--- config.mk ---
export PLATFORM = sky130hd
export DESIGN_NAME = csu_slave_flat
export DESIGN_NICKNAME = d
export VERILOG_FILES = /design/src/pkg/csu_pkg.sv /design/src/pkg/csu_if.sv /design/src/rtl/csu_slave.sv /design/src/rtl/csu_sync.sv /design/src/flat_wrapper.sv
export VERILOG_INCLUDE_DIRS = /design/src /design/src/pkg
export SDC_FILE = /design/constraint.sdc
export NUM_CORES = 1
export LEC_CHECK = 0
export ABC_AREA = 1
export BUFFER_PORTS_ARGS = -buffer_cell sky130_fd_sc_hd__buf_2
export CAP_MARGIN = 15
export CORE_MARGIN = 3
export CORE_UTILIZATION = 45
export DETAILED_ROUTE_END_ITERATION = 8
export PLACE_DENSITY_LB_ADDON = 0.3
export SLEW_MARGIN = 15
export SYNTH_ARGS = -nofsm -noshare
export SYNTH_HDL_FRONTEND = slang
export SYNTH_SLANG_ARGS = --single-unit
--- constraint.sdc ---
create_clock -name core_clk -period 6.8 [get_ports core_clk]
set_input_delay 1.36 -clock core_clk [delete_from_list [all_inputs] [get_ports core_clk]]
set_output_delay 1.36 -clock core_clk [all_outputs]
set_load 0.1 [all_outputs]
--- src/pkg/csu_regs.svh ---
// Register map, field positions, reset values and timing for the clocked serial unit
`ifndef CSU_REGS_SVH
`define CSU_REGS_SVH
`define CSU_ADDR_CTL0 3'h0
`define CSU_ADDR_CTL1 3'h1
`define CSU_ADDR_CTL2 3'h2
`define CSU_ADDR_STAT 3'h3
`define CSU_ADDR_RX 3'h4
`define CSU_ADDR_TX 3'h5
`define CSU_CTL0_PWR 7
`define CSU_CTL0_TXE 6
`define CSU_CTL0_RXE 5
`define CSU_CTL0_DIR 4
`define CSU_CTL0_TMS 1
`define CSU_CTL0_SCE 0
`define CSU_CTL1_CKP 4
`define CSU_CTL1_DAP 3
`define CSU_CTL1_CKS 2:0
`define CSU_CTL2_CL 3:0
`define CSU_STAT_TSF 7
`define CSU_STAT_OVE 0
`define CSU_CKS_EXT 3'h7
`define CSU_CTL0_RST 8'h00
`define CSU_CTL1_RST 8'h00
`define CSU_CTL2_RST 4'h0
`define CSU_BASE_LEN 5'h08
`define CSU_MAX_LEN 5'h10
`define CSU_CL_MAX 4'h8
`define CSU_CLK_NS 100
`define CSU_SCK_HALF_NS 400
`endif

--- src/pkg/csu_pkg.sv ---
// Types and shared helpers of the clocked serial unit
package csu_pkg;
`include "csu_regs.svh"

  typedef enum logic [1:0] {
    CSU_M_IDLE = 2'b00,
    CSU_M_LOW = 2'b01,
    CSU_M_HIGH = 2'b10
  } csu_mst_state_e;

  typedef logic [4:0] csu_len_t;
  typedef logic [15:0] csu_word_t;

  // Word length from the length field; codes above the maximum clamp
  function automatic csu_len_t csu_word_len(input logic [3:0] cl);
    csu_len_t r;
    r = (cl > `CSU_CL_MAX) ? `CSU_MAX_LEN : `CSU_BASE_LEN + {1'b0, cl};
    return r;
  endfunction : csu_word_len

  // Bit presented on the serial output for the given shifter contents
  function automatic logic csu_out_bit(input csu_word_t sh, input csu_len_t len,
                                       input logic lsb_first);
    logic b;
    b = lsb_first ? sh[0] : sh[4'(len - 5'h01)];
    return b;
  endfunction : csu_out_bit

  function automatic csu_word_t csu_tx_shift(input csu_word_t sh, input logic lsb_first);
    csu_word_t r;
    r = lsb_first ? (sh >> 1) : (sh << 1);
    return r;
  endfunction : csu_tx_shift

  function automatic csu_word_t csu_rx_shift(input csu_word_t sh, input logic b,
                                             input csu_len_t len, input logic lsb_first);
    csu_word_t r;
    r = {sh[14:0], b};
    if (lsb_first)
    begin
      r = sh >> 1;
      r[4'(len - 5'h01)] = b;
    end
    return r;
  endfunction : csu_rx_shift
endpackage : csu_pkg

--- src/pkg/csu_if.sv ---
// Serial link between the external master and the serial unit
`timescale 1ns/1ps
interface csu_if;
  logic sck;
  logic sdi;
  logic sdo;
  modport device (
    input sck,
    input sdi,
    output sdo
  );
  modport master (
    output sck,
    output sdi,
    input sdo
  );
endinterface : csu_if

--- src/rtl/csu_slave.sv ---
// Serial unit, slave end: control registers, shift engine, irq pulses
// How it works
// - 07H to control two: type 1, external clock
// - 00H to length register: 8-bit words
// - A3H to control one: continuous receive-only
// - E3H to control one: continuous transmit/receive
// - Receive-only: dummy receive read sets busy
// - Transmit write sets busy flag
// - Drive output, sample input on serial clock
// - Word done: rx irq, data readable
// - Continuous rx enable restarts next reception
// - Clearing continuous enable ends after current word
// - Tx irq when buffer moves to shifter
// - New tx word continues without gap
// - No new tx word: rx irq, busy clears
// - Continuous mode: unread word overwritten: irq, overrun flag set
// - Software writes zero to clear overrun
// - Software reads before next last bit
// - Software checks idle before disabling
// - Tx irq only in continuous mode
// - Single mode: rx irq after every transfer
// - Single mode: tx write while busy dropped
// - Otherwise rx irq needs receive enabled
// - Phase-one types clear busy half clock later
//
// The strobed register port and the address map are this design's own decisions.
`timescale 1ns/1ps
`include "csu_regs.svh"
module csu_slave
  import csu_pkg::*;
(
  input wire logic core_clk,
  input wire logic resetn,
  input wire logic [2:0] reg_addr,
  input wire logic [15:0] reg_wdata,
  input wire logic reg_wr,
  input wire logic reg_rd,
  output logic [15:0] reg_rdata,
  output logic rx_complete_irq,
  output logic tx_enable_irq,
  csu_if.device link
);
  logic [7:0] serial_control_first_q;
  logic [7:0] serial_control_second_q;
  logic [3:0] serial_word_length_reg_q;
  logic transfer_in_progress_flag_q;
  logic overrun_flag_q;
  logic active_q, end_pend_q, tx_full_q, unread_q, sck_prev_q, so_q;
  logic [15:0] rdata_q;
  csu_len_t cnt_q;
  csu_word_t transmit_data_reg_q;
  csu_word_t tx_sh_q;
  csu_word_t rx_sh_q;
  csu_word_t receive_data_reg_q;
  logic sck_s, sdi_s;
  csu_sync #(.W(2)) u_sync (.core_clk(core_clk), .resetn(resetn), .d({link.sck, link.sdi}),
    .q({sck_s, sdi_s}));
  wire interface_power_enable = serial_control_first_q[`CSU_CTL0_PWR];
  wire transmit_enable_bit = serial_control_first_q[`CSU_CTL0_TXE];
  wire receive_enable_bit = serial_control_first_q[`CSU_CTL0_RXE];
  wire bit_order_select = serial_control_first_q[`CSU_CTL0_DIR];
  wire continuous_mode = serial_control_first_q[`CSU_CTL0_TMS];
  wire continuous_rx_enable = serial_control_first_q[`CSU_CTL0_SCE];
  wire clock_polarity_select = serial_control_second_q[`CSU_CTL1_CKP];
  wire data_phase_select = serial_control_second_q[`CSU_CTL1_DAP];
  wire [2:0] clock_source_select = serial_control_second_q[`CSU_CTL1_CKS];
  wire link_on = interface_power_enable && (clock_source_select == `CSU_CKS_EXT);
  wire rise = sck_s && !sck_prev_q;
  wire fall = !sck_s && sck_prev_q;
  wire swap_edges = clock_polarity_select ^ data_phase_select;
  wire sample_edge = link_on && (swap_edges ? fall : rise);
  wire drive_edge = link_on && (swap_edges ? rise : fall);
  wire csu_len_t len = csu_word_len(serial_word_length_reg_q);
  wire csu_word_t word_mask = 16'((17'h00001 << len) - 17'h00001);
  wire wr_tx = reg_wr && (reg_addr == `CSU_ADDR_TX);
  wire rd_rx = reg_rd && (reg_addr == `CSU_ADDR_RX);
  wire wr_stat = reg_wr && (reg_addr == `CSU_ADDR_STAT);
  // single-mode writes while busy are dropped
  wire tx_accept = wr_tx && interface_power_enable && transmit_enable_bit
                   && (continuous_mode || !transfer_in_progress_flag_q);
  // dummy read starts reception, not once continuous ended
  wire rx_start = rd_rx && interface_power_enable && receive_enable_bit && !transmit_enable_bit
                  && !transfer_in_progress_flag_q && (continuous_rx_enable || !continuous_mode);
  wire load_idle = interface_power_enable && transmit_enable_bit && transfer_in_progress_flag_q
                   && !active_q && tx_full_q && !end_pend_q;
  // word ends only at the configured count
  wire done = active_q && sample_edge && (cnt_q == len - 5'h01);
  // next word follows with no gap
  wire load_cont = done && transmit_enable_bit && continuous_mode && tx_full_q;
  wire rx_cont = done && !transmit_enable_bit && continuous_mode && continuous_rx_enable;
  // word ends with nothing more to do
  wire done_end = done && !load_cont && !rx_cont;
  wire load = load_idle || load_cont;
  wire csu_word_t rx_next = csu_rx_shift(rx_sh_q, sdi_s, len, bit_order_select);
  wire rx_enabled_done = done && receive_enable_bit;
  always_ff @(posedge core_clk or negedge resetn)
  begin
    if (!resetn)
    begin
      serial_control_first_q <= `CSU_CTL0_RST;
      serial_control_second_q <= `CSU_CTL1_RST;
      serial_word_length_reg_q <= `CSU_CTL2_RST;
    end
    else if (reg_wr)
    begin
      if (reg_addr == `CSU_ADDR_CTL0)
        serial_control_first_q <= reg_wdata[7:0];
      if (reg_addr == `CSU_ADDR_CTL1)
        serial_control_second_q <= reg_wdata[7:0];
      if (reg_addr == `CSU_ADDR_CTL2)
        serial_word_length_reg_q <= reg_wdata[`CSU_CTL2_CL];
    end
  end

  always_ff @(posedge core_clk or negedge resetn)
  begin
    if (!resetn)
      rdata_q <= 16'h0000;
    else if (reg_rd)
    begin
      unique case (reg_addr)
        `CSU_ADDR_CTL0: rdata_q <= {8'h00, serial_control_first_q};
        `CSU_ADDR_CTL1: rdata_q <= {8'h00, serial_control_second_q};
        `CSU_ADDR_CTL2: rdata_q <= {12'h000, serial_word_length_reg_q};
        `CSU_ADDR_STAT: rdata_q <= {8'h00, transfer_in_progress_flag_q, 6'h00, overrun_flag_q};
        `CSU_ADDR_RX: rdata_q <= receive_data_reg_q;
        default: rdata_q <= 16'h0000;
      endcase
    end
  end
  assign reg_rdata = rdata_q;
  always_ff @(posedge core_clk or negedge resetn)
  begin
    if (!resetn)
    begin
      transfer_in_progress_flag_q <= 1'b0;
      end_pend_q <= 1'b0;
    end
    else
    begin
      if (done_end && data_phase_select)
        end_pend_q <= 1'b1;
      else if (drive_edge || !interface_power_enable)
        end_pend_q <= 1'b0;
      if (tx_accept || rx_start)
        transfer_in_progress_flag_q <= 1'b1;
      // busy clears with the last sample edge (next drive edge for phase-one types) or power off
      else if (!interface_power_enable || (done_end && !data_phase_select))
        transfer_in_progress_flag_q <= 1'b0;
      else if (end_pend_q && drive_edge)
        transfer_in_progress_flag_q <= 1'b0;
    end
  end
  always_ff @(posedge core_clk or negedge resetn)
  begin
    if (!resetn)
    begin
      active_q <= 1'b0;
      cnt_q <= 5'h00;
    end
    else if (done || !interface_power_enable)
    begin
      active_q <= load_cont || rx_cont;
      cnt_q <= 5'h00;
    end
    else if (load_idle || rx_start)
    begin
      active_q <= 1'b1;
      cnt_q <= 5'h00;
    end
    else if (active_q && sample_edge)
      cnt_q <= cnt_q + 5'h01;
  end
  always_ff @(posedge core_clk or negedge resetn)
  begin
    if (!resetn)
    begin
      transmit_data_reg_q <= 16'h0000;
      tx_full_q <= 1'b0;
    end
    else if (tx_accept)
    begin
      transmit_data_reg_q <= reg_wdata & word_mask;
      tx_full_q <= 1'b1;
    end
    else if (load || !interface_power_enable)
      tx_full_q <= 1'b0;
  end
  // output shifts on the drive edge
  always_ff @(posedge core_clk or negedge resetn)
  begin
    if (!resetn)
    begin
      tx_sh_q <= 16'h0000;
      so_q <= 1'b0;
    end
    else if (!transmit_enable_bit)
      so_q <= 1'b0;
    else if (load)
    begin
      tx_sh_q <= transmit_data_reg_q;
      so_q <= csu_out_bit(transmit_data_reg_q, len, bit_order_select);
    end
    else if (active_q && drive_edge && (cnt_q != 5'h00))
    begin
      tx_sh_q <= csu_tx_shift(tx_sh_q, bit_order_select);
      so_q <= csu_out_bit(csu_tx_shift(tx_sh_q, bit_order_select), len, bit_order_select);
    end
  end
  assign link.sdo = so_q;

  // input sampled on the sample edge
  always_ff @(posedge core_clk or negedge resetn)
  begin
    if (!resetn)
    begin
      rx_sh_q <= 16'h0000;
      receive_data_reg_q <= 16'h0000;
    end
    else
    begin
      if (active_q && sample_edge)
        rx_sh_q <= rx_next;
      if (rx_enabled_done)
        receive_data_reg_q <= rx_next & word_mask;
    end
  end

  always_ff @(posedge core_clk or negedge resetn)
  begin
    if (!resetn)
    begin
      unread_q <= 1'b0;
      overrun_flag_q <= 1'b0;
    end
    else
    begin
      if (rx_enabled_done)
        unread_q <= 1'b1;
      else if (rd_rx || !interface_power_enable)
        unread_q <= 1'b0;
      if (rx_enabled_done && continuous_mode && unread_q)
        overrun_flag_q <= 1'b1;
      else if (wr_stat && !reg_wdata[`CSU_STAT_OVE])
        overrun_flag_q <= 1'b0;
    end
  end

  always_ff @(posedge core_clk or negedge resetn)
  begin
    if (!resetn)
    begin
      sck_prev_q <= 1'b0;
      rx_complete_irq <= 1'b0;
      tx_enable_irq <= 1'b0;
    end
    else
    begin
      sck_prev_q <= sck_s;
      rx_complete_irq <= done && (receive_enable_bit || !continuous_mode);
      // tx irq only in continuous mode
      tx_enable_irq <= load && continuous_mode;
    end
  end
endmodule : csu_slave

--- src/rtl/csu_sync.sv ---
// Two-flop synchroniser for pins from outside the core clock domain
`timescale 1ns/1ps
module csu_sync #(
  parameter int W = 1
) (
  input wire logic core_clk,
  input wire logic resetn,
  input wire logic [W-1:0] d,
  output logic [W-1:0] q
);
  logic [W-1:0] meta_q;

  always_ff @(posedge core_clk or negedge resetn)
  begin
    if (!resetn)
    begin
      meta_q <= '0;
      q <= '0;
    end
    else
    begin
      meta_q <= d;
      q <= meta_q;
    end
  end
endmodule : csu_sync

--- src/flat_wrapper.sv ---
// flat-port wrapper written by rule: the top's interface ports become plain ports
module csu_slave_flat import csu_pkg::*;
  (core_clk, resetn, reg_addr, reg_wdata, reg_wr, reg_rd, reg_rdata, rx_complete_irq, tx_enable_irq, link_sck, link_sdi, link_sdo);
  csu_if link_i ();
  input wire logic core_clk;
  input wire logic resetn;
  input wire logic [2:0] reg_addr;
  input wire logic [15:0] reg_wdata;
  input wire logic reg_wr;
  input wire logic reg_rd;
  output logic [15:0] reg_rdata;
  output logic rx_complete_irq;
  output logic tx_enable_irq;
  input wire logic [$bits(link_i.sck)-1:0] link_sck;
  input wire logic [$bits(link_i.sdi)-1:0] link_sdi;
  output wire logic [$bits(link_i.sdo)-1:0] link_sdo;
  assign link_i.sck = link_sck;
  assign link_i.sdi = link_sdi;
  assign link_sdo = link_i.sdo;
  csu_slave u_core (.core_clk(core_clk), .resetn(resetn), .reg_addr(reg_addr), .reg_wdata(reg_wdata), .reg_wr(reg_wr), .reg_rd(reg_rd), .reg_rdata(reg_rdata), .rx_complete_irq(rx_complete_irq), .tx_enable_irq(tx_enable_irq), .link(link_i));
endmodule
==> results of run 1 <==
==> worst min path at each step <==
| stage | from | to | slack, ns | cells past startpoint |
|---|---|---|---|---|
| detailed placement | u_core.u_sync.meta_q[1]$_DFF_PN0_ | u_core.u_sync.q[1]$_DFF_PN0_ | 0.34 | 0 |
| CTS | u_core.u_sync.meta_q[1]$_DFF_PN0_ | u_core.u_sync.q[1]$_DFF_PN0_ | 0.35 | 0 |
| global route | u_core.u_sync.meta_q[1]$_DFF_PN0_ | u_core.u_sync.q[1]$_DFF_PN0_ | 0.36 | 0 |
| floorplan | u_core.u_sync.meta_q[0]$_DFF_PN0_ | u_core.u_sync.q[0]$_DFF_PN0_ | 0.33 | 0 |
| global placement | u_core.u_sync.meta_q[1]$_DFF_PN0_ | u_core.u_sync.q[1]$_DFF_PN0_ | 0.34 | 0 |
| finish | u_core.u_sync.meta_q[1]$_DFF_PN0_ | u_core.u_sync.q[1]$_DFF_PN0_ | 0.35 | 0 |
==> layer usage <==
layer / vias to the layer above / track usage
met3: 34 / 0.0509
met5: - / 0
met1: 2728 / 0.311
met4: 0 / 0.0776
li1: 2804 / -
met2: 173 / 0.346
==> registers in the layout, summed over array words and instances, names as in the netlist, 2 cells and up <==
register / cells
u_core.receive_data_reg_q: 16
u_core.tx_sh_q: 16
u_core.u_sync.meta_q: 2
u_core.serial_control_first_q: 8
u_core.reg_rdata: 16
u_core.cnt_q: 5
u_core.u_sync.q: 2
u_core.rx_sh_q: 16
u_core.serial_control_second_q: 8
u_core.serial_word_length_reg_q: 4
u_core.transmit_data_reg_q: 16
==> cells by family after synthesis <==
family	Yosys count
fa+ha+maj	11
mux	8
other cells	1
compound gates	166
flops	119
buf+inv	139
xor+xnor	8
simple gates	396
==> final cells by class <==
type / instances / share of cell area
inverter: 108 / 0.0569
tap: 180 / 0.0305
timing repair buffer: 45 / 0.0315
sequential: 119 / 0.403
clock buffer: 20 / 0.0618
clock inverter: 12 / 0.0173
multi-input combinational: 591 / 0.399
==> where the power goes <==
group | switching (uW) | internal [uW]
Combinational | 311 | 118
Sequential | 60.6 | 758
Clock | 330 | 556
Total | 702 | 1430
==> critical path, delay by kind of cell, from the launching register on <==
kind / cells / cell delay, ns
AND/OR/NAND/NOR: 12 / 1.54
buffers and inverters: 4 / 0.63
adder cells (fa/ha/maj): 1 / 0.57
flip-flops: 1 / 0.56
==> cells in the mapped netlist, types with 8 or more instances <==
cell type,instances
o22ai_1,8
clkbuf_1,15
o21ai_1,9
nand2_2,10
o21ai_2,10
nand2_1,260
dfrtp_1,119
ha_1,11
o21ai_0,102
nand3_1,66
a21oi_1,17
nor2_1,32
inv_1,101
==> per-stage QoR <==
stage | cell area, um^2 | std cells
2_1_floorplan | 6520 | 849
3_3_place_gp | 6800 | 1043
3_5_place_dp | 6800 | 1043
4_1_cts | 7380 | 1075
5_1_grt | 7380 | 1075
6_report | 7380 | 1075
==> flow_summary_export.csv, run 1 <==
group,metric,value,unit
sta,finalMaxSlewViolations,0,
sta,hold_ws,0.349,ns
critical_path,slowest_stage,"ha_1",
synth,syn_area,6510,um^2
run,maxCapViolations,0,
global_routing,grt_usage,0.223,
sta,finalWorstSetupSlack,3.38,ns
global_routing,grt_pass1_wl,28.1,mm
synth,synth-compound-area-share,0.143,
outcome,status,"finished, final reports clean",
placement,dp_hpwl,12.2,mm
detailed_routing,dr_total_vias,5739,
power,ir_drop,241,uV
detailed_routing,finalWirelength,17.0,mm
cts,post_cts_resize_count,0,
placement,place_ws,3.38,ns
die,io_pins,44,
global_routing,grt_max_degree,79,
synth,ys_top_cells_by_area,"dfrtp_1 (46%), nand2_1 (15%), o21ai_0 (7.8%)",
critical_path,rr_worst_depth,17,
die,rows,43,
critical_path,critPathMaxFanout,31,
sta,skew,0.00720,ns
sta,tightest_slew,0.990,ns
detailed_routing,wl_met2,7.75,mm
die,core_area,14000,um^2
critical_path,path_cells,"inv_4, nand2_4, inv_2, ha_1, inv_2, nand2_1, nand2_1, nor2_1, nand3_1, nor2_4, nand3_2, nand2_2, inv_2, nor2_1, nor2_1, nand2_1, nand2_1",
critical_path,worstSetupEndpointType,"register",
critical_path,worst_r2r_endpoint,"u_core.tx_sh_q[9]$_DFFE_PN0P_",
detailed_routing,drtAntennaViolNets,0,
synth,synth_top_area_cell,"dfrtp_1",
cts,clk_latency,0.42,ns
final_layout,multi_input_area,2940,um^2
final_layout,synthToLayoutAreaGrowth,13.4,%
sta,slew_headroom,0.340,
sta,setup_violations,0,
cts,cts_hold_buf,0,
global_routing,antenna_found_initial,0,
detailed_routing,drc,0,
final_layout,layout_commonest_cell,"nand2_1",
synth,synth_edf_count,0,
synth,async_flop_share,1.00,
die,die_w,126,um
synth,synth_cell_type_count,45,
sta,min_period_over_period,0.503,
die,die_area,15900,um^2
critical_path,endpoint,"u_core.tx_sh_q[9]$_DFFE_PN0P_",
synth,yosysTopAreaCellShare,0.457,
sta,timing.fmax,0.293,GHz
power,total_power,2130,uW
cts,clock_sinks,119,
final_layout,drive_gt1_frac,0.137,
detailed_routing,met1Wirelength,7.85,mm
sta,rsz0062_at_grt,"no",
final_layout,final_cell_mix,"nand2_1 (260), dfrtp_1 (119), o21ai_0 (102)",
placement,port_buffers,43,
critical_path,required,7.11,ns
power,pwr_density_cell,289,nW/um^2
synth,ys_seq_area_frac,0.457,
cts,clockBufferDepth,2,
cts,cts_tree,"built",
final_layout,diodes,0,
final_layout,final_nets,918,
sta,period_minus_slack,3.42,ns
detailed_routing,via_per_inst,5.34,
critical_path,rrSetupSlack,3.38,ns
die,fp.dieH,126,um
synth,syn_avg_cell_area,7.68,um^2
sta,setup_tns,0,ns
synth,synth_top_family_by_area,"simple AND/OR/NAND/NOR gates",
synth,synth_simple_gate_area_share,0.262,
final_layout,fillers,1332,
synth,synthCells,848,
synth,synth_xor_area_frac,0.0108,
cts,cts-buffers-inserted,17,
detailed_routing,drtIter0Drc,481,
detailed_routing,wl_met3,951,um
critical_path,setup.worst_path.start,"u_core.serial_word_length_reg_q[3]$_DFFE_PN0P_",
detailed_routing,dr.pass1.iters,5,
power,leakage,0.00354,uW
cts,post_cts_buffers,0,
synth,synth_seq_cells,119,
final_layout,utilization,0.526,
critical_path,start_kind,"register",
global_routing,grt_overflow,0,
synth,muxShareOfSynthArea,0.0136,
critical_path,crit_top_cell,"nand2_1",
detailed_routing,wl_per_cell,15.8,um
synth,synthAdderAreaFrac,0.0211,
die,initial_core_util,0.464,
critical_path,arrival,3.73,ns
critical_path,slowest_delay,0.57,ns
cts,h-tree-depth,4,
critical_path,worstSetupPathType,"register to register",
synth,synth_flop_cell,"dfrtp_1",
final_layout,register_area,2980,um^2
cts,ctsRootBufferMaster,"clkbuf_16",
critical_path,r2r_start,"u_core.serial_word_length_reg_q[3]$_DFFE_PN0P_",
placement,place.gp.congestion,0.888,
synth,synth_warnings,0,
sta,hold_viol_final,0,
detailed_routing,maxUsedRoutingLayer,"met4",
global_routing,grt_pass1_vias,5496,
hold_path,hold_class,"register to register",
cts,path_clk_slew,0.06,ns
Power figures use the tool's default switching activity.
==> inputs of run 2 (changes only) <==
clock period = 2.89 ns   (was 6.8 ns; I/O delays follow)
==> run 2 against run 1 <==
Final area rose by 2.0%. Count of clock-buffer cells in the layout down 2. Wire length is 2.3% higher. Die area did not move. Sequential share of layout area is 0.80 points lower. Critical path type unchanged. Combinational power increased by 150%. Cell count is 1.4% higher. Largest cell class unchanged. Worst hold slack worse by 0.24 ns. First-iteration DRC count increased by 9.4%. Global-route usage grew 0.25 points. Sequential power increased by 130%.
==> flow_summary_export.csv, run 2 (same netlist as run 1, synthesis figures left out) <==
group,metric,value,unit
die,initial_core_util,0.464,
placement,place_area,6900,um^2
final_layout,diodes,0,
critical_path,rrSetupSlack,0.34,ns
final_layout,synthToLayoutAreaGrowth,15.7,%
global_routing,grt_busiest_layer,"met2",
placement,place.gp.congestion,0.934,
hold_path,hold_class,"primary input to async pin",
sta,skew,0.0135,ns
run,maxCapViolations,0,
power,ir_drop,435,uV
power,pwr_density_cell,673,nW/um^2
outcome,status,"finished, final reports clean",
cts,h-tree-depth,4,
placement,port_buffers,43,
detailed_routing,drtAntennaViolNets,0,
cts,ctsRootBufferMaster,"clkbuf_16",
critical_path,start_kind,"register",
detailed_routing,wl_per_cell,15.9,um
detailed_routing,dr.pass1.iters,5,
critical_path,r2r_start,"u_core.serial_word_length_reg_q[3]$_DFFE_PN0P_",
global_routing,grt_pass1_wl,28.4,mm
sta,setup_tns,0,ns
critical_path,required,3.24,ns
global_routing,grt_usage,0.226,
sta,period_minus_slack,2.55,ns
critical_path,setup.worst_path.start,"u_core.serial_word_length_reg_q[3]$_DFFE_PN0P_",
final_layout,design_area,7530,um^2
cts,path_clk_slew,0.06,ns
detailed_routing,drtIter0Drc,526,
detailed_routing,dr_total_vias,5786,
die,io_pins,44,
sta,timing.fmax,0.392,GHz
final_layout,final_nets,933,
critical_path,worstSetupEndpointType,"register",
power,leakage,0.00361,uW
global_routing,grt.met3_usage,0.0518,
cts,clock_sinks,119,
cts,clockBufferDepth,2,
critical_path,worstSetupPathType,"register to register",
global_routing,use_met1,0.309,
sta,finalMaxSlewViolations,0,
cts,cts_tree,"built",
die,die_w,126,um
detailed_routing,finalWirelength,17.3,mm
sta,min_period_over_period,0.882,
placement,dp_hpwl,12.7,mm
die,fp.dieH,126,um
sta,tightest_slew,0.597,ns
global_routing,grt.met2_usage,0.349,
detailed_routing,drc,0,
final_layout,final_cell_mix,"nand2_1 (260), dfrtp_1 (119), o21ai_0 (102)",
die,core_area,14000,um^2
cts,clk_latency,0.43,ns
global_routing,antenna_found_initial,0,
final_layout,drive_gt1_frac,0.153,
sta,rsz0062_at_grt,"no",
sta,hold_viol_final,0,
global_routing,grt_max_degree,52,
die,die_area,15900,um^2
final_layout,layout_commonest_cell,"nand2_1",
critical_path,arrival,2.90,ns
sta,slew_headroom,0.602,
die,rows,43,
critical_path,critPathMaxFanout,17,
cts,cts-buffers-inserted,17,
global_routing,grt_overflow,0,
sta,setup_violations,0,
global_routing,grt_pass1_vias,5479,
detailed_routing,via_per_inst,5.31,
[run 2: cell types whose count changed in the layout (fill, tap and decap cells not counted)]
cell / previous run / this run
clkinv_2: 4 / 1
nand2_4: 2 / 3
clkinv_4: 2 / 1
buf_4: 3 / 16
clkbuf_8: 2 / 1
buf_12: 0 / 2
nand2_2: 10 / 9
clkbuf_1: 1 / 0
clkinvlp_4: 4 / 8
inv_6: 0 / 2
[run 2: layout make-up]
cell class | instances | area (um^2)
fill | 1321 | 6510
sequential | 119 | 2980
multi-input combinational | 591 | 2950
clock buffer | 18 | 439
inverter | 108 | 420
timing repair buffer | 60 | 370
tap | 180 | 225
clock inverter | 14 | 151
[run 2: where the power goes]
group	switching [uW]	internal, uW
combinational	760	301
sequential	132	1780
clock	804	1290
[run 2: critical path, stage by stage (launching register included)]
cell and delay, ns:
dfrtp_1 0.45, nor2_1 0.17, inv_1 0.11, ha_1 0.34
inv_2 0.10, nand2_1 0.07, nand2_1 0.05, nor2_1 0.13
nand3_1 0.13, nor2_4 0.12, nand3_2 0.11, nand2_4 0.20
buf_4 0.24, nand2_1 0.06, o21ai_1 0.08, nand2_1 0.07
o21ai_2 0.06
[run 2: routing by layer]
layer,vias up,share of wire
met5,-,0
met4,0,0.029
met3,33,0.057
met2,189,0.46
met1,2718,0.46
li1,2846,-
[run 2: timing repair]
item,CTS,global route
setup endpoints to repair,0,12
hold buffers,0,0
buffers inserted,0,3
gates resized for setup,0,1
[run 2: metrics by stage]
step	std cells	hold slack, ns	worst slack (ns)	total power [uW]	utilization
after floorplan	849	0.282	0.399	2650	-
after global placement	1055	0.334	0.339	2980	0.492
after detailed placement	1055	0.336	0.283	2990	0.492
after global routing	1090	0.131	0.00663	5330	0.536
after CTS	1087	0.112	0.253	5090	0.534
final	1090	0.105	0.341	5070	0.536
[run 2: final timing paths]
path / endpoint / cells past startpoint
max reg2reg: u_core.tx_sh_q[3]$_DFFE_PN0P_ / 16
min in group core_clk: u_core.u_sync.meta_q[1]$_DFF_PN0_ / 1
min reg2reg: u_core.u_sync.q[1]$_DFF_PN0_ / 0
max: u_core.tx_sh_q[3]$_DFFE_PN0P_ / 16
max in group asynchronous: u_core.rx_sh_q[6]$_DFFE_PN0P_ / 2
min: u_core.u_sync.meta_q[1]$_DFF_PN0_ / 1
